--- src/pkg/cnsc_defines.svh ---
// Constants for the CAN node switch configuration block
`ifndef CNSC_DEFINES_SVH
`define CNSC_DEFINES_SVH

// Register byte offsets
`define CNSC_OFS_CTRL        8'h00
`define CNSC_OFS_CABLE       8'h04
`define CNSC_OFS_STATUS      8'h08
`define CNSC_OFS_RATE        8'h0c

// Field positions
`define CNSC_CTRL_PROTO_BIT  0
`define CNSC_STAT_MISM_BIT   5

// Reset values
`define CNSC_CTRL_RST        1'h0
`define CNSC_CABLE_RST       16'h0014

// Bit rates in kHz
`define CNSC_KHZ_1000        16'h03e8
`define CNSC_KHZ_800         16'h0320
`define CNSC_KHZ_500         16'h01f4
`define CNSC_KHZ_250         16'h00fa

// Timing
`define CNSC_CLK_HZ          40000000
`define CNSC_BLINK_MS        250
`define CNSC_BLINK_CYC       ((`CNSC_CLK_HZ / 1000) * `CNSC_BLINK_MS)

// AXI responses
`define CNSC_RESP_OKAY       2'h0
`define CNSC_RESP_SLVERR     2'h2

`endif

--- src/pkg/cnsc_pkg.sv ---
// Types shared by the CAN node switch configuration block
`include "cnsc_defines.svh"

package cnsc_pkg;

   typedef enum logic [1:0] {
      SPD_1000,
      SPD_800,
      SPD_500,
      SPD_250
   } cnsc_speed_t;

   typedef enum logic [1:0] {
      MODE_SAMPLE,
      MODE_NODE,
      MODE_CFG_SELECT,
      MODE_CFG_SAVED
   } cnsc_mode_t;

   typedef struct packed {
      logic stop;
      logic run;
      logic tx;
      logic rx;
   } cnsc_led_t;

   function automatic logic [15:0] cnsc_speed_khz_t(input cnsc_speed_t s);
      logic [15:0] k;
      unique case (s)
         SPD_1000: k = `CNSC_KHZ_1000;
         SPD_800:  k = `CNSC_KHZ_800;
         SPD_500:  k = `CNSC_KHZ_500;
         SPD_250:  k = `CNSC_KHZ_250;
      endcase
      return k;
   endfunction : cnsc_speed_khz_t

endpackage : cnsc_pkg

--- src/rtl/cnsc_len_lut.sv ---
// Cable length to proprietary bus rate lookup
`timescale 1ns/1ps
`include "cnsc_defines.svh"

module cnsc_len_lut
   import cnsc_pkg::*;
(
   input  wire logic [15:0] len_m_in,
   output logic      [15:0] rate_khz_out
);
   localparam int N = 12;
   // Longest length in metres served by each row
   localparam logic [15:0] LEN_TAB [N] = '{
      16'h0014, 16'h001e, 16'h0028, 16'h0032, 16'h003c, 16'h0046,
      16'h0050, 16'h005a, 16'h0064, 16'h006e, 16'h0078, 16'h0082};
   // 1000 888 800 727 666 615 571 533 500 480 430 400 kHz
   localparam logic [15:0] RATE_TAB [N] = '{
      `CNSC_KHZ_1000, 16'h0378, `CNSC_KHZ_800, 16'h02d7, 16'h029a,
      16'h0267, 16'h023b, 16'h0215, `CNSC_KHZ_500, 16'h01e0,
      16'h01ae, 16'h0190};

   // Lengths between rows take the next longer row
   always_comb begin
      rate_khz_out = `CNSC_KHZ_250;
      for (int i = N - 1; i >= 0; i--) begin
         if (len_m_in <= LEN_TAB[i]) begin
            rate_khz_out = RATE_TAB[i];
         end
      end
   end
endmodule : cnsc_len_lut

--- src/rtl/cnsc_top.sv ---
// CAN node switch configuration loader with AXI4-Lite registers
`timescale 1ns/1ps
`include "cnsc_defines.svh"

module cnsc_top
   import cnsc_pkg::*;
#(
   parameter int ADDR_W    = 7,
   parameter int BLINK_CYC = `CNSC_BLINK_CYC
) (
   input  wire logic              core_clk_in,
   input  wire logic              rst_b_in,
   input  wire logic [7:0]        s_axi_awaddr_in,
   input  wire logic              s_axi_awvalid_in,
   output logic                   s_axi_awready_out,
   input  wire logic [31:0]       s_axi_wdata_in,
   input  wire logic [3:0]        s_axi_wstrb_in,
   input  wire logic              s_axi_wvalid_in,
   output logic                   s_axi_wready_out,
   output logic [1:0]             s_axi_bresp_out,
   output logic                   s_axi_bvalid_out,
   input  wire logic              s_axi_bready_in,
   input  wire logic [7:0]        s_axi_araddr_in,
   input  wire logic              s_axi_arvalid_in,
   output logic                   s_axi_arready_out,
   output logic [31:0]            s_axi_rdata_out,
   output logic [1:0]             s_axi_rresp_out,
   output logic                   s_axi_rvalid_out,
   input  wire logic              s_axi_rready_in,
   input  wire logic [7:0]        dip_sw_in,
   input  wire logic [2:0]        panel_speed_switches_in,
   input  wire logic [1:0]        rack_speed_sw_in,
   input  wire logic [1:0]        nv_speed_in,
   input  wire logic              nv_valid_in,
   output logic                   nv_store_out,
   output logic [1:0]             nv_speed_out,
   output logic                   det_req_out,
   input  wire logic              det_valid_in,
   input  wire logic [1:0]        det_speed_in,
   output logic [ADDR_W-1:0]      node_addr_out,
   output logic                   node_addr_valid_out,
   output logic [1:0]             module_speed_out,
   output logic                   cfg_mode_out,
   output cnsc_led_t              led_out,
   output logic                   panel_proto_out,
   output logic [1:0]             panel_speed_out,
   output logic [1:0]             rack_speed_out,
   output logic                   ctrl_proto_out,
   output logic [15:0]            ctrl_rate_khz_out,
   output logic                   mismatch_out
);
   if (ADDR_W < 1 || ADDR_W > 7) begin : g_chk_addr
      $error("ADDR_W must be 1 to 7");
   end
   if (BLINK_CYC < 1) begin : g_chk_blink
      $error("BLINK_CYC must be at least 1");
   end

   // Configuration state
   cnsc_mode_t          mode_r;
   logic [ADDR_W-1:0]   node_addr_r;
   cnsc_speed_t         module_speed_r;
   logic                nv_valid_r;
   logic                nv_store_r;
   cnsc_speed_t         nv_speed_r;
   logic                panel_proto_r;
   cnsc_speed_t         panel_speed_r;
   cnsc_speed_t         rack_speed_r;
   cnsc_led_t           led_r;
   cnsc_led_t           led_nxt;
   logic [31:0]         blink_cnt_r;
   logic                blink_r;
   // Controller state
   logic                bus_protocol_param_r;
   logic [15:0]         cable_length_param_r;
   logic [15:0]         ctrl_rate_r;
   logic                det_done_r;
   cnsc_speed_t         det_speed_r;
   logic                mismatch_r;
   // Bus slave state
   logic                aw_hold_r;
   logic [7:0]          awaddr_r;
   logic                w_hold_r;
   logic [31:0]         wdata_r;
   logic [3:0]          wstrb_r;
   logic                bvalid_r;
   logic [1:0]          bresp_r;
   logic                rvalid_r;
   logic [31:0]         rdata_r;
   logic [1:0]          rresp_r;

   // Power-up switch decode
   wire        sampling    = (mode_r == MODE_SAMPLE);
   wire        all_off     = (dip_sw_in == 8'h00);
   wire        sel_ok      = (dip_sw_in[6:2] == 5'h00);
   wire        save_req    = dip_sw_in[7] && sel_ok;
   wire        store_now   = (mode_r == MODE_CFG_SELECT) && save_req;
   wire [1:0]  sel_code    = dip_sw_in[1:0];
   wire cnsc_speed_t sel_speed = cnsc_speed_t'(sel_code);
   wire [1:0]  panel_code  = panel_speed_switches_in[2:1];
   wire cnsc_speed_t panel_dec =
      (panel_code == 2'h3) ? SPD_1000 :
      (panel_code == 2'h2) ? SPD_800  :
      (panel_code == 2'h1) ? SPD_500  : SPD_250;
   wire cnsc_speed_t rack_dec =
      (rack_speed_sw_in == 2'h3) ? SPD_1000 :
      (rack_speed_sw_in == 2'h1) ? SPD_800  : SPD_500;
   wire [ADDR_W-1:0] addr_dec = dip_sw_in[ADDR_W-1:0];

   // Mode and power-up capture
   always_ff @(posedge core_clk_in) begin
      if (!rst_b_in) begin
         mode_r <= MODE_SAMPLE;
      end else begin
         unique case (mode_r)
            MODE_SAMPLE:     mode_r <= all_off ? MODE_CFG_SELECT
                                               : MODE_NODE;
            MODE_NODE:       mode_r <= MODE_NODE;
            MODE_CFG_SELECT: if (store_now) begin
                                mode_r <= MODE_CFG_SAVED;
                             end
            MODE_CFG_SAVED:  mode_r <= MODE_CFG_SAVED;
         endcase
      end
   end

   // Speeds are taken once per reset only
   always_ff @(posedge core_clk_in) begin
      if (!rst_b_in) begin
         node_addr_r    <= '0;
         module_speed_r <= SPD_1000;
         nv_valid_r     <= 1'b0;
         panel_proto_r  <= 1'b0;
         panel_speed_r  <= SPD_250;
         rack_speed_r   <= SPD_500;
      end else if (sampling) begin
         if (!all_off) begin
            node_addr_r <= addr_dec;
         end
         module_speed_r <= cnsc_speed_t'(nv_speed_in);
         nv_valid_r     <= nv_valid_in;
         panel_proto_r  <= panel_speed_switches_in[0];
         panel_speed_r  <= panel_dec;
         rack_speed_r   <= rack_dec;
      end else if (store_now) begin
         nv_valid_r <= 1'b1;
      end
   end

   // Store strobe to nonvolatile storage
   always_ff @(posedge core_clk_in) begin
      if (!rst_b_in) begin
         nv_store_r <= 1'b0;
         nv_speed_r <= SPD_1000;
      end else begin
         nv_store_r <= store_now;
         if (store_now) begin
            nv_speed_r <= sel_speed;
         end
      end
   end

   // Blink timebase
   always_ff @(posedge core_clk_in) begin
      if (!rst_b_in) begin
         blink_cnt_r <= '0;
         blink_r     <= 1'b0;
      end else if (blink_cnt_r >= 32'(BLINK_CYC - 1)) begin
         blink_cnt_r <= '0;
         blink_r     <= !blink_r;
      end else begin
         blink_cnt_r <= blink_cnt_r + 32'h1;
      end
   end

   // Status LEDs
   always_comb begin
      led_nxt = '0;
      unique case (mode_r)
         MODE_CFG_SELECT: begin
            if (!nv_valid_r) begin
               led_nxt.tx = blink_r;
            end else begin
               led_nxt.stop = dip_sw_in[0] & blink_r;
               led_nxt.run  = dip_sw_in[1] & blink_r;
               led_nxt.tx   = dip_sw_in[2] & blink_r;
               led_nxt.rx   = dip_sw_in[3] & blink_r;
            end
         end
         MODE_CFG_SAVED: begin
            if (nv_speed_r == SPD_1000) begin
               led_nxt = 4'hf;
            end else begin
               led_nxt.stop = nv_speed_r[0];
               led_nxt.run  = nv_speed_r[1];
            end
         end
         MODE_SAMPLE, MODE_NODE: led_nxt = '0;
      endcase
   end

   always_ff @(posedge core_clk_in) begin
      if (!rst_b_in) begin
         led_r <= '0;
      end else begin
         led_r <= led_nxt;
      end
   end

   // Controller side rate selection
   wire [15:0] lut_khz;

   cnsc_len_lut u_len_lut (
      .len_m_in     (cable_length_param_r),
      .rate_khz_out (lut_khz)
   );

   wire mism_now = bus_protocol_param_r && det_done_r && !sampling &&
                   ((panel_proto_r && panel_speed_r != det_speed_r) ||
                    (rack_speed_r != det_speed_r) ||
                    (mode_r == MODE_NODE && nv_valid_r &&
                     module_speed_r != det_speed_r));

   always_ff @(posedge core_clk_in) begin
      if (!rst_b_in) begin
         det_done_r  <= 1'b0;
         det_speed_r <= SPD_1000;
         ctrl_rate_r <= `CNSC_KHZ_1000;
      end else begin
         if (!bus_protocol_param_r) begin
            det_done_r <= 1'b0;
         end else if (det_valid_in && !det_done_r) begin
            det_done_r  <= 1'b1;
            det_speed_r <= cnsc_speed_t'(det_speed_in);
         end
         ctrl_rate_r <= bus_protocol_param_r
                        ? cnsc_speed_khz_t(det_speed_r)
                        : lut_khz;
      end
   end

   // Register bus decode
   wire       wr_fire   = aw_hold_r && w_hold_r && !bvalid_r;
   wire       wr_ctrl   = wr_fire && awaddr_r == `CNSC_OFS_CTRL;
   wire       wr_cable  = wr_fire && awaddr_r == `CNSC_OFS_CABLE;
   wire       wr_status = wr_fire && awaddr_r == `CNSC_OFS_STATUS;
   wire       wr_rate   = wr_fire && awaddr_r == `CNSC_OFS_RATE;
   wire       wr_ok     = wr_ctrl || wr_cable || wr_status || wr_rate;
   wire       mism_clr  = wr_status && wstrb_r[0] &&
                          wdata_r[`CNSC_STAT_MISM_BIT];
   wire       rd_fire   = s_axi_arvalid_in && !rvalid_r;
   wire [31:0] status_word = {18'h0, det_speed_r, rack_speed_r,
                              panel_speed_r, panel_proto_r, det_done_r,
                              mismatch_r, nv_valid_r, module_speed_r,
                              mode_r};
   wire [31:0] rate_word = {8'h0, node_addr_valid_out,
                            (7)'(node_addr_r), ctrl_rate_r};
   wire        rd_hit   = s_axi_araddr_in == `CNSC_OFS_CTRL ||
                          s_axi_araddr_in == `CNSC_OFS_CABLE ||
                          s_axi_araddr_in == `CNSC_OFS_STATUS ||
                          s_axi_araddr_in == `CNSC_OFS_RATE;
   wire [31:0] rd_mux =
      (s_axi_araddr_in == `CNSC_OFS_CTRL)   ? {31'h0, bus_protocol_param_r} :
      (s_axi_araddr_in == `CNSC_OFS_CABLE)  ? {16'h0, cable_length_param_r} :
      (s_axi_araddr_in == `CNSC_OFS_STATUS) ? status_word :
      (s_axi_araddr_in == `CNSC_OFS_RATE)   ? rate_word : 32'h0;

   // Software registers; mismatch set beats its clear
   always_ff @(posedge core_clk_in) begin
      if (!rst_b_in) begin
         bus_protocol_param_r <= `CNSC_CTRL_RST;
         cable_length_param_r <= `CNSC_CABLE_RST;
         mismatch_r           <= 1'b0;
      end else begin
         if (wr_ctrl && wstrb_r[0]) begin
            bus_protocol_param_r <= wdata_r[`CNSC_CTRL_PROTO_BIT];
         end
         if (wr_cable && wstrb_r[0]) begin
            cable_length_param_r[7:0] <= wdata_r[7:0];
         end
         if (wr_cable && wstrb_r[1]) begin
            cable_length_param_r[15:8] <= wdata_r[15:8];
         end
         if (mism_now) begin
            mismatch_r <= 1'b1;
         end else if (mism_clr) begin
            mismatch_r <= 1'b0;
         end
      end
   end

   // Write channel: address and data in either order
   always_ff @(posedge core_clk_in) begin
      if (!rst_b_in) begin
         aw_hold_r <= 1'b0;
         awaddr_r  <= 8'h00;
         w_hold_r  <= 1'b0;
         wdata_r   <= 32'h0;
         wstrb_r   <= 4'h0;
         bvalid_r  <= 1'b0;
         bresp_r   <= `CNSC_RESP_OKAY;
      end else begin
         if (s_axi_awvalid_in && s_axi_awready_out) begin
            aw_hold_r <= 1'b1;
            awaddr_r  <= s_axi_awaddr_in;
         end
         if (s_axi_wvalid_in && s_axi_wready_out) begin
            w_hold_r <= 1'b1;
            wdata_r  <= s_axi_wdata_in;
            wstrb_r  <= s_axi_wstrb_in;
         end
         if (wr_fire) begin
            aw_hold_r <= 1'b0;
            w_hold_r  <= 1'b0;
            bvalid_r  <= 1'b1;
            bresp_r   <= wr_ok ? `CNSC_RESP_OKAY : `CNSC_RESP_SLVERR;
         end else if (bvalid_r && s_axi_bready_in) begin
            bvalid_r <= 1'b0;
         end
      end
   end

   // Read channel
   always_ff @(posedge core_clk_in) begin
      if (!rst_b_in) begin
         rvalid_r <= 1'b0;
         rdata_r  <= 32'h0;
         rresp_r  <= `CNSC_RESP_OKAY;
      end else if (rd_fire) begin
         rvalid_r <= 1'b1;
         rdata_r  <= rd_mux;
         rresp_r  <= rd_hit ? `CNSC_RESP_OKAY : `CNSC_RESP_SLVERR;
      end else if (rvalid_r && s_axi_rready_in) begin
         rvalid_r <= 1'b0;
      end
   end

   // Outputs
   assign s_axi_awready_out   = !aw_hold_r && !bvalid_r;
   assign s_axi_wready_out    = !w_hold_r && !bvalid_r;
   assign s_axi_bvalid_out    = bvalid_r;
   assign s_axi_bresp_out     = bresp_r;
   assign s_axi_arready_out   = !rvalid_r;
   assign s_axi_rvalid_out    = rvalid_r;
   assign s_axi_rdata_out     = rdata_r;
   assign s_axi_rresp_out     = rresp_r;
   assign nv_store_out        = nv_store_r;
   assign nv_speed_out        = nv_speed_r;
   assign det_req_out         = bus_protocol_param_r && !det_done_r;
   assign node_addr_out       = node_addr_r;
   assign node_addr_valid_out = (mode_r == MODE_NODE) &&
                                (node_addr_r != '0);
   assign module_speed_out    = module_speed_r;
   assign cfg_mode_out        = (mode_r == MODE_CFG_SELECT) ||
                                (mode_r == MODE_CFG_SAVED);
   assign led_out             = led_r;
   assign panel_proto_out     = panel_proto_r;
   assign panel_speed_out     = panel_speed_r;
   assign rack_speed_out      = rack_speed_r;
   assign ctrl_proto_out      = bus_protocol_param_r;
   assign ctrl_rate_khz_out   = ctrl_rate_r;
   assign mismatch_out        = mismatch_r;

   // Checks
   property p_addr_load;
      @(posedge core_clk_in) disable iff (!rst_b_in)
      (sampling && !all_off) |=>
         (node_addr_r == $past(dip_sw_in[ADDR_W-1:0])) &&
         (mode_r == MODE_NODE);
   endproperty
   a_addr_load: assert property (p_addr_load)
      else $error("node address not loaded from switches");

   property p_cfg_entry;
      @(posedge core_clk_in) disable iff (!rst_b_in)
      (sampling && all_off) |=> (mode_r == MODE_CFG_SELECT) ##1 cfg_mode_out;
   endproperty
   a_cfg_entry: assert property (p_cfg_entry)
      else $error("all-off power-up did not enter configuration");

   property p_panel_proto;
      @(posedge core_clk_in) disable iff (!rst_b_in)
      sampling |=> panel_proto_out == $past(panel_speed_switches_in[0]);
   endproperty
   a_panel_proto: assert property (p_panel_proto)
      else $error("panel protocol not taken from switch 1");

   property p_speed_hold;
      @(posedge core_clk_in) disable iff (!rst_b_in)
      (!sampling && !$past(sampling)) |->
         $stable(panel_speed_out) && $stable(rack_speed_out);
   endproperty
   a_speed_hold: assert property (p_speed_hold)
      else $error("speed changed without reset");

   property p_rack_no250;
      @(posedge core_clk_in) disable iff (!rst_b_in)
      rack_speed_out != SPD_250;
   endproperty
   a_rack_no250: assert property (p_rack_no250)
      else $error("rack module set to 250 kHz");

   property p_tx_only;
      @(posedge core_clk_in) disable iff (!rst_b_in)
      (mode_r == MODE_CFG_SELECT && !nv_valid_r) |=>
         !led_out.stop && !led_out.run && !led_out.rx;
   endproperty
   a_tx_only: assert property (p_tx_only)
      else $error("LEDs other than transmit lit without stored speed");

   property p_store;
      @(posedge core_clk_in) disable iff (!rst_b_in)
      store_now |=> nv_store_out && (nv_speed_out == $past(sel_code))
                    ##1 !nv_store_out && (led_out == (nv_speed_out == 2'h0
                        ? 4'hf : {nv_speed_out[0], nv_speed_out[1], 2'h0}));
   endproperty
   a_store: assert property (p_store)
      else $error("speed store or steady LEDs wrong");

   property p_mismatch;
      @(posedge core_clk_in) disable iff (!rst_b_in)
      mism_now |=> mismatch_out ##1 (mismatch_out || $past(mism_clr));
   endproperty
   a_mismatch: assert property (p_mismatch)
      else $error("rate mismatch not flagged");

   property p_len_rate;
      @(posedge core_clk_in) disable iff (!rst_b_in)
      (!bus_protocol_param_r && cable_length_param_r == 16'h0014) |=>
         ctrl_rate_khz_out == `CNSC_KHZ_1000;
   endproperty
   a_len_rate: assert property (p_len_rate)
      else $error("20 m cable did not give 1000 kHz");

   property p_addr_nonzero;
      @(posedge core_clk_in) disable iff (!rst_b_in)
      (sampling && dip_sw_in[ADDR_W-1:0] == '0) |=> !node_addr_valid_out;
   endproperty
   a_addr_nonzero: assert property (p_addr_nonzero)
      else $error("node claimed controller address");

endmodule : cnsc_top

--- config.mk ---
export PLATFORM = sky130hd
export DESIGN_NAME = cnsc_top
export DESIGN_NICKNAME = d
export VERILOG_FILES = /design/src/pkg/cnsc_pkg.sv /design/src/rtl/cnsc_len_lut.sv /design/src/rtl/cnsc_top.sv
export VERILOG_INCLUDE_DIRS = /design/src /design/src/pkg
export SDC_FILE = /design/constraint.sdc
export NUM_CORES = 1
export LEC_CHECK = 0
export BUFFER_PORTS_ARGS = -buffer_cell sky130_fd_sc_hd__buf_2
export CAP_MARGIN = 20
export CORE_MARGIN = 2
export CORE_UTILIZATION = 54
export DETAILED_ROUTE_END_ITERATION = 16
export GPL_TIMING_DRIVEN = 0
export PLACE_DENSITY = 0.8
export SLEW_MARGIN = 15
export SYNTH_ARGS = -nofsm -noshare
export SYNTH_HDL_FRONTEND = slang
export SYNTH_HIERARCHICAL = 1
export SYNTH_SLANG_ARGS = --single-unit
--- constraint.sdc ---
create_clock -name core_clk_in -period 2.87 [get_ports core_clk_in]
set_input_delay 0.287 -clock core_clk_in [delete_from_list [all_inputs] [get_ports core_clk_in]]
set_output_delay 0.287 -clock core_clk_in [all_outputs]
set_load 0.03 [all_outputs]
==> impl_summary.txt, run 1 <==
----------------------------------------------------
[Place]
  Count of input and output buffers ... 129
  Worst setup timing slack at the placement stage ... 0.5385 ns
  GP Congestion ... 0.9381
  DP Area ... 7627 um^2
  Detail Placement HPWL ... 13220 um

[Run]
  Total of max-cap violations ... 0

[Hold path]
  Worst hold-check path type ... input pin to register

[Synthesis]
  Library cell occupying the most area in the post-synthesis netlist ... dfxtp_1
  Most instantiated library cell after synthesis ... dfxtp_1
  Count of mapped cells out of synthesis ... 810
  Part of the Yosys area used for sequential elements ... 0.4493
  Number of enable-type register cells in the synthesized netlist ... 0
  Synth async-reset ratio ... 0
  Cell area after synthesis ... 6684 um^2
  Post-synth top cells ... dfxtp_1 (150), nand2_1 (112), a21oi_1 (82)
  Portion of synthesized cell area occupied by the leading cell type ... 0.4493
  Top cells by area in the synthesized netlist ... dfxtp_1 (45%), nand2_1 (6.3%), a21oi_1 (6.1%), nor2_1 (4.3%), nand3_1 (2.8%)
  Number of register bits inferred by synthesis ... 150
  Number of distinct library cell variants in the gate-level netlist after synthesis ... 69
  Syn Area/Cell ... 8.252 um^2
  Yosys warning total ... 6
  Synth Flop Type ... dfxtp_1

[Clocking]
  TritonCTS Buffers ... 17
  TritonCTS clock tree ... done
  Number of resized instances in the post-cts repair step ... 0
  Register clock-pin slew on the reported worst setup and hold paths ... ~0.060 ns
  Cts hold-fix bufs ... 0
  Post-CTS Repair Setup Buffers ... 0
  Clk sinks ... 150
  Max Root-Sink Buffers ... 2
  Root buf cell ... clkbuf_16
  Worst skew pair latency ... 0.42 ns
  Level count of the clock H-tree ... 4

[Floorplan]
  Total die area ... between 10000 and 15000 um^2
  Placeable core region ... between 10000 and 15000 um^2
  Die span in y ... 115.3 um
  Die extent in x ... between 100 and 150 um
  Top-Level Pins ... 161
  Site row count ... 40
  Initial Utilization ... 0.5541

[Final layout]
  Final core occ ... 0.6809
  Number of antenna cells inserted ... 0
  Fraction of final layout cells with drive strength greater than 1 ... 0.2012
  Fill count ... 1015
  Total non-filler cell area in the finished layout ... between 8000 and 9000 um^2
  Final-stage net count ... approximately 1100
  Layout-stage area growth over the synthesis result ... 22.88%

[STA]
  Actual transition at the worst max-transition pin ... ~0.84 ns
  Relative slew slack ... 0.4366
  Max Clock Skew ... 0.009067 ns
  Least setup slack across all paths after layout ... ~0.61 ns
  Count of endpoints failing setup in the final report ... 0
  RSZ-0062 raised after global routing ... false
  Final Hold Violating Endpoints ... 0
  Sum of negative setup slack ... 0 ns
  Slew Limit Fails ... 0
  Max Clk Rate ... 0.4420 GHz
  Share of the cycle needed by the critical path after routing ... 0.7884
  Final min period ... 2.263 ns

[Power]
  Final Power ... 4780 uW
  Maximum VDD drop ... 0.4032 mV
  Relative contribution of sequential cells to total power ... 0.457
  Power dissipated by switching net loads ... 1183 uW
  Combinational power share ... 0.080
  Leakage power total ... 0.003347 uW
  Power density normalized to cell area ... 582.0 nW/um^2
  Internal power consumption ... 3597 uW
  Switching power as a share of total power ... 0.2476
  Clock power share ... 0.463

[GRT]
  Initial antenna violation count ... 0
  Number of global-route vias before repair ... 5833
  Overall routing resource usage ... 0.2792
  Maximum number of pins on one net before global-route repair ... 17
  Wire length of the first global-routing pass ... around 30000 um
  Sum of overflow across all layers after global routing ... 0

[Critical path]
  Critical Path RT ... between 3 and 4 ns
  Startpoint type of the worst setup path ... register
  Crit path DAT ... 2.54 ns
  Largest stage delay on the critical path ... between 0.4 and 0.5 ns
  Sort of element at the end of the critical path ... register
  List of cells traversed by the critical path ... ha_1 > nand2_1 > o221ai_1 > a311o_1 > clkbuf_1 > clkbuf_1 > a211oi_1
  Cell mode on critical path ... clkbuf_1
  Largest fanout of any net on the critical path ... 10
  Worst setup path class ... register to register
  Critical Path Slowest Stage Cell ... clkbuf_1

[Detailed routing]
  Vias per inst ... 5.570
  ANT nets after route ... 0
  Detailed Route Iter0 Violations ... approximately 740
  Detailed-route DRC error count ... 0
  Routed length per placed instance ... about 16 um
  1st-pass router iterations ... 5
  Total Routed Length ... 18190 um
  DR vias ... 6472

[Outcome]
  Result of the run ... finished, final reports clean

----------------------------------------------------
## layout by cell type (no fill, tap or decap), types with 7 or more instances in the layout
cell,synthesis,final
dfxtp_1,150,150
buf_2,4,134
nand2_1,112,112
a21oi_1,82,82
nor2_1,76,76
clkbuf_1,41,44
nand3_1,37,37
o21ai_0,36,36
conb_1,2,24
inv_1,23,23
nor3_1,22,22
clkbuf_16,0,17
buf_4,16,16
a211oi_1,15,15
o41ai_1,14,14
nand2b_1,12,12
or3_1,12,12
and2_1,11,11
mux2i_1,11,11
a22oi_1,11,11
or4_1,8,8
xnor2_1,8,8
nor4_1,7,7
o31ai_1,7,7
ha_1,7,7
## kinds of logic after synthesis
logic type | after synthesis | synth area share
AO/OA/AOI/OAI | 202 | 0.1902
buffers and inverters | 90 | 0.06383
flip-flops | 150 | 0.4493
other | 2 | 0.001124
XOR/XNOR | 13 | 0.01703
multiplexers | 12 | 0.01984
AND/OR/NAND/NOR | 334 | 0.2456
adder cells (fa/ha/maj) | 7 | 0.01310
## stage by stage
step,hold slack [ns],std cells
floorplan,0.4129,832
global route,0.09940,1162
CTS,0.08867,1162
finish,0.09258,1162
detailed placement,0.4359,1130
global placement,0.4318,1129
## power by group through the flow
stage / combinational [uW] / sequential, uW / clock [uW]
2_1_floorplan: 214 / 2260 / 0
3_3_place_gp: 369 / 2230 / 0
3_5_place_dp: 375 / 2230 / 0
4_1_cts: 378 / 2190 / 2210
5_1_grt: 421 / 2190 / 2310
6_report: 382 / 2190 / 2210
## critical path: cells and delay by family (launching register included)
family	cells	cell delay (ns)
AO/OA/AOI/OAI	3	0.52
adder cells (fa/ha/maj)	1	0.27
buffers and inverters	2	0.79
flip-flops	1	0.40
AND/OR/NAND/NOR	1	0.15
## worst paths after layout
kind              cells past startpoint                  startpoint                  to  slack (ns)
setup / recovery                      7              blink_cnt_r[0]     blink_cnt_r[21]        0.61
setup reg to reg                      7              blink_cnt_r[0]     blink_cnt_r[21]        0.61
hold reg to reg                       2                 awaddr_r[5]         awaddr_r[5]        0.45
hold / removal                        2  panel_speed_switches_in[2]  panel_speed_out[1]        0.09
## routing by layer
metal | wire, um | share of wire | global-route usage | vias up
met4 | 386 | 0.021 | 0.09558 | 0
met2 | 8234 | 0.45 | 0.4341 | 273
li1 | - | - | - | 3178
met5 | 0 | 0 | 0 | -
met1 | 8272 | 0.45 | 0.3839 | 2991
met3 | 1300 | 0.071 | 0.06431 | 30
## state kept, by name (all words and copies together), names as in the netlist, 2 cells and up
signal                count
node_addr_out             7
module_speed_out          2
s_axi_rdata_out          24
mode_r                    2
rack_speed_out            2
wdata_r                  16
nv_speed_out              2
blink_cnt_r              32
awaddr_r                  8
ctrl_rate_khz_out        16
led_out                   4
panel_speed_out           2
det_speed_r               2
cable_length_param_r     16
wstrb_r                   2
## area by class of cell
| cell class | instances | area (um^2) | area share |
|---|---|---|---|
| plain buffers | 67 | 340.3 | 0.04144 |
| clock buffers | 22 | 464.2 | 0.05652 |
| repair buffers | 130 | 650.6 | 0.07922 |
| well taps | 168 | 210.2 | 0.02559 |
| inverters | 23 | 86.33 | 0.01051 |
| clock inverters | 10 | 121.4 | 0.01478 |
| multi-input cells | 592 | 3337 | 0.4063 |
| flip-flops and latches | 150 | 3003 | 0.3656 |
Note: power is estimated with default switching activity, not from simulation.
==> run 2, diff against run 1 <==
CORE_UTILIZATION = 49   (was 54)
PLACE_DENSITY = 0.77   (was 0.8)
clock period = 2 ns   (was 2.87 ns; I/O delays follow)
==> run 2 against run 1 <==
The run now ends with negative setup slack left. Utilization down 3.0 points. Via count up 0.45%. Hold slack worse by 0.085 ns. Clock power up 62%. Die area up 9.8%. Wire length up 4.2%. Final area up 5.4%. Global-route usage down 2.1 points. Clock skew about the same. Critical path depth down 2. Critical endpoint is now blink_cnt_r[22]. Largest cell class unchanged. Largest power group unchanged. Highest routed layer unchanged.
==> impl_summary.txt, run 2 (same netlist as run 1, synthesis figures left out) <==
----------------------------------------------------
[Floorplan]
  Initial Utilization ... 0.5027 (-0.05142)
  Top-Level Pins ... 161 (unchanged)
  Die extent in x ... 120.8 um (+4.8%)
  Placeable core region ... 13300 um^2 (+10%)
  Die span in y ... 120.8 um (+4.8%)
  Total die area ... 14590 um^2 (+9.8%)
  Site row count ... 42 (+5.0%)

[Power]
  Relative contribution of sequential cells to total power ... 0.430 (-0.027)
  Leakage power total ... 0.003554 uW (+6.2%)
  Combinational power share ... 0.078 (-0.002)
  Power dissipated by switching net loads ... 1721 uW (+45%)
  Clock power share ... 0.492 (+0.029)
  Maximum VDD drop ... 0.6202 mV (+54%)
  Power density normalized to cell area ... 842.7 nW/um^2 (+45%)
  Switching power as a share of total power ... 0.2359 (-0.01167)
  Internal power consumption ... 5574 uW (+55%)

[Critical path]
  Largest stage delay on the critical path ... 0.53 ns (+0.05 ns)
  Reg-to-reg endpoint ... blink_cnt_r[22]
  Family with the most delay on the worst path ... simple AND/OR/NAND/NOR gates
  Critical Path Slowest Stage Cell ... or4b_4
  Worst setup path class ... register to register
  Critical Path RT ... 2.34 ns (-0.81 ns)
  Largest fanout of any net on the critical path ... 4 (-6)
  Crit path DAT ... 2.35 ns (-0.19 ns)
  Crit Reg-Reg Startpoint ... blink_cnt_r[0]
  Buf+Inv Stages, Crit Path ... 0 (-2)
  Sort of element at the end of the critical path ... register
  Startpoint type of the worst setup path ... register
  Setup slack of the worst register-to-register path ... -0.002 ns (-0.61 ns)
  List of cells traversed by the critical path ... ha_4 > nand2_1 > or4_4 > or4b_4 > a211oi_2
  Number of cells traversed by the worst register-to-register path ... 5 (-2)

[Final layout]
  Top library cells by usage in the layout, fill and taps aside ... dfxtp_1 (137), buf_2 (135), nand2_1 (112)
  Max reg flops ... 32 (unchanged)
  Register with the highest flop count ... blink_cnt_r
  Fill count ... 1171 (+15%)
  Layout-stage area growth over the synthesis result ... 29.52%
  Fraction of final layout cells with drive strength greater than 1 ... 0.2535 (+0.05226)
  Number of antenna cells inserted ... 0 (unchanged)
  Layout Cells excl Fill ... 1186 (+2.1%)
  Most frequent standard cell in the layout excluding fill and tap cells ... dfxtp_1
  Final core occ ... 0.6511 (-0.02977)
  Final-stage net count ... 1082 (+1.5%)

[Place]
  Worst setup timing slack at the placement stage ... -0.2641 ns (-0.8026 ns)
  Placed instance count ... 1138 (+0.71%)
  Detail Placement HPWL ... 13450 um (+1.8%)
  Count of input and output buffers ... 129 (unchanged)
  GP Congestion ... 0.9875 (+5.3%)

[Detailed routing]
  Met2 wire len ... 8800 um (+6.9%)
  Detailed-route DRC error count ... 0 (unchanged)
  Wl on met1 ... 8522 um (+3.0%)
  Vias per inst ... 5.481 (-1.6%)
  Routed length per placed instance ... 15.99 um (+2.1%)
  Total Routed Length ... 18960 um (+4.2%)
  Highest metal layer with signal wires ... met4
  Wire length on met3 ... 1337 um (+2.8%)
  ANT nets after route ... 0 (unchanged)
  DR vias ... 6501 (+0.45%)
  1st-pass router iterations ... 5 (unchanged)
  Detailed Route Iter0 Violations ... 414 (-44%)

[Hold path]
  Worst hold-check path type ... input pin to register
  Hold-critical path endpoint ... wdata_r[0]
  Source of the worst hold timing path ... s_axi_wdata_in[0]
  Worst hold stages ... 3 (+1)

[STA]
  Count of endpoints failing setup in the final report ... 1 (+1)
  Max Clock Skew ... 0.009015 ns (-0.00005163 ns)
  RSZ-0062 raised after global routing ... true
  Slew Limit Fails ... 0 (unchanged)
  Least setup slack across all paths after layout ... -0.001946 ns (-0.6093 ns)
  Relative slew slack ... 0.5581 (+0.1215)
  Share of the cycle needed by the critical path after routing ... 1.001 (+0.2126)
  Final Hold Violating Endpoints ... 0 (unchanged)
  Actual transition at the worst max-transition pin ... 0.6629 ns (-0.1791 ns)
  Max Clk Rate ... 0.4995 GHz (+13%)
  Final min period ... 2.002 ns (-0.2607 ns)

[GRT]
  Maximum number of pins on one net before global-route repair ... 17 (unchanged)
  Initial antenna violation count ... 0 (unchanged)
  Overall routing resource usage ... 0.2577 (-0.02150)
  Sum of overflow across all layers after global routing ... 0 (unchanged)
  Number of global-route vias before repair ... 5878 (+0.77%)
  Wire length of the first global-routing pass ... 29520 um (+1.3%)

[Outcome]
  Failing checks ... negative setup slack
  Result of the run ... complete, but fails checks

[Clocking]
  Clk sinks ... 150 (unchanged)
  Max Root-Sink Buffers ... 2 (unchanged)
  Worst skew pair latency ... 0.43 ns (about the same)
  Register clock-pin slew on the reported worst setup and hold paths ... 0.06 ns (about the same)
  TritonCTS Buffers ... 17 (unchanged)
  Level count of the clock H-tree ... 4 (unchanged)
  Root buf cell ... clkbuf_16
  TritonCTS clock tree ... done

[Run]
  Total of max-cap violations ... 0 (unchanged)

----------------------------------------------------
[run 2: layout make-up]
type	count	area (um^2)	share of cell area
Timing Repair Buffer	149	815.8	0.09423
Inverter	23	86.33	0.009973
Clock buffer	20	466.7	0.05391
Tap cell	176	220.2	0.02544
Multi-Input combinational cell	592	3488	0.4029
Sequential cell	150	3027	0.3496
Buffer	64	354.1	0.04090
Clock inverter	12	198.9	0.02298
[run 2: per-layer routing]
layer | vias up | global-route usage
met5 | - | 0
met4 | 0 | 0.08358
met3 | 26 | 0.05943
met2 | 258 | 0.4202
met1 | 3014 | 0.3375
li1 | 3203 | -
[run 2: timing repair]
item                                   CTS  global route
hold buffers                             9             0
setup buffers                            2             8
pin swaps                                1            13
setup endpoints to repair               37            55
resized for setup                       24            57
endpoints found under the hold margin    9             0
[run 2: through the flow]
stage               instance area (um^2)  power, uW   TNS [ns]  hold WS (ns)
floorplan                           6766       3543          0        0.3259
global placement                    7632       3732     -10.73        0.4228
detailed placement                  7637       3741     -10.86        0.4266
CTS                                 8481       7306   -0.05468     0.0004505
global route                        8657       7500    -0.2479       0.01192
finish                              8657       7295  -0.001946      0.007721
[run 2: how the worst max path moves through the flow]
stage,startpoint,to,slack [ns],cells past startpoint
2_1_floorplan,blink_cnt_r[0],blink_cnt_r[20],0.001,6
3_3_place_gp,s_axi_araddr_in[5],s_axi_rdata_out[20],-0.28,5
3_5_place_dp,s_axi_araddr_in[5],s_axi_rdata_out[5],-0.26,6
4_1_cts,blink_cnt_r[0],blink_cnt_r[20],-0.05,6
5_1_grt,blink_cnt_r[0],blink_cnt_r[22],-0.05,5
6_report,blink_cnt_r[0],blink_cnt_r[22],-0.002,5
[run 2: power by group through the flow]
stage | Combinational (uW) | Clock [uW] | Sequential [uW]
after global routing | 625 | 3730 | 3140
after floorplan | 307 | 0 | 3240
final | 571 | 3590 | 3140
after global placement | 531 | 0 | 3200
after CTS | 564 | 3600 | 3140
after detailed placement | 537 | 0 | 3200
[run 2: worst reg2reg max path, stage by stage (launching register included)]
cell and delay, ns:
dfxtp_4 0.38, ha_4 0.16, nand2_1 0.10, or4_4 0.51, or4b_4 0.53, a211oi_2 0.24
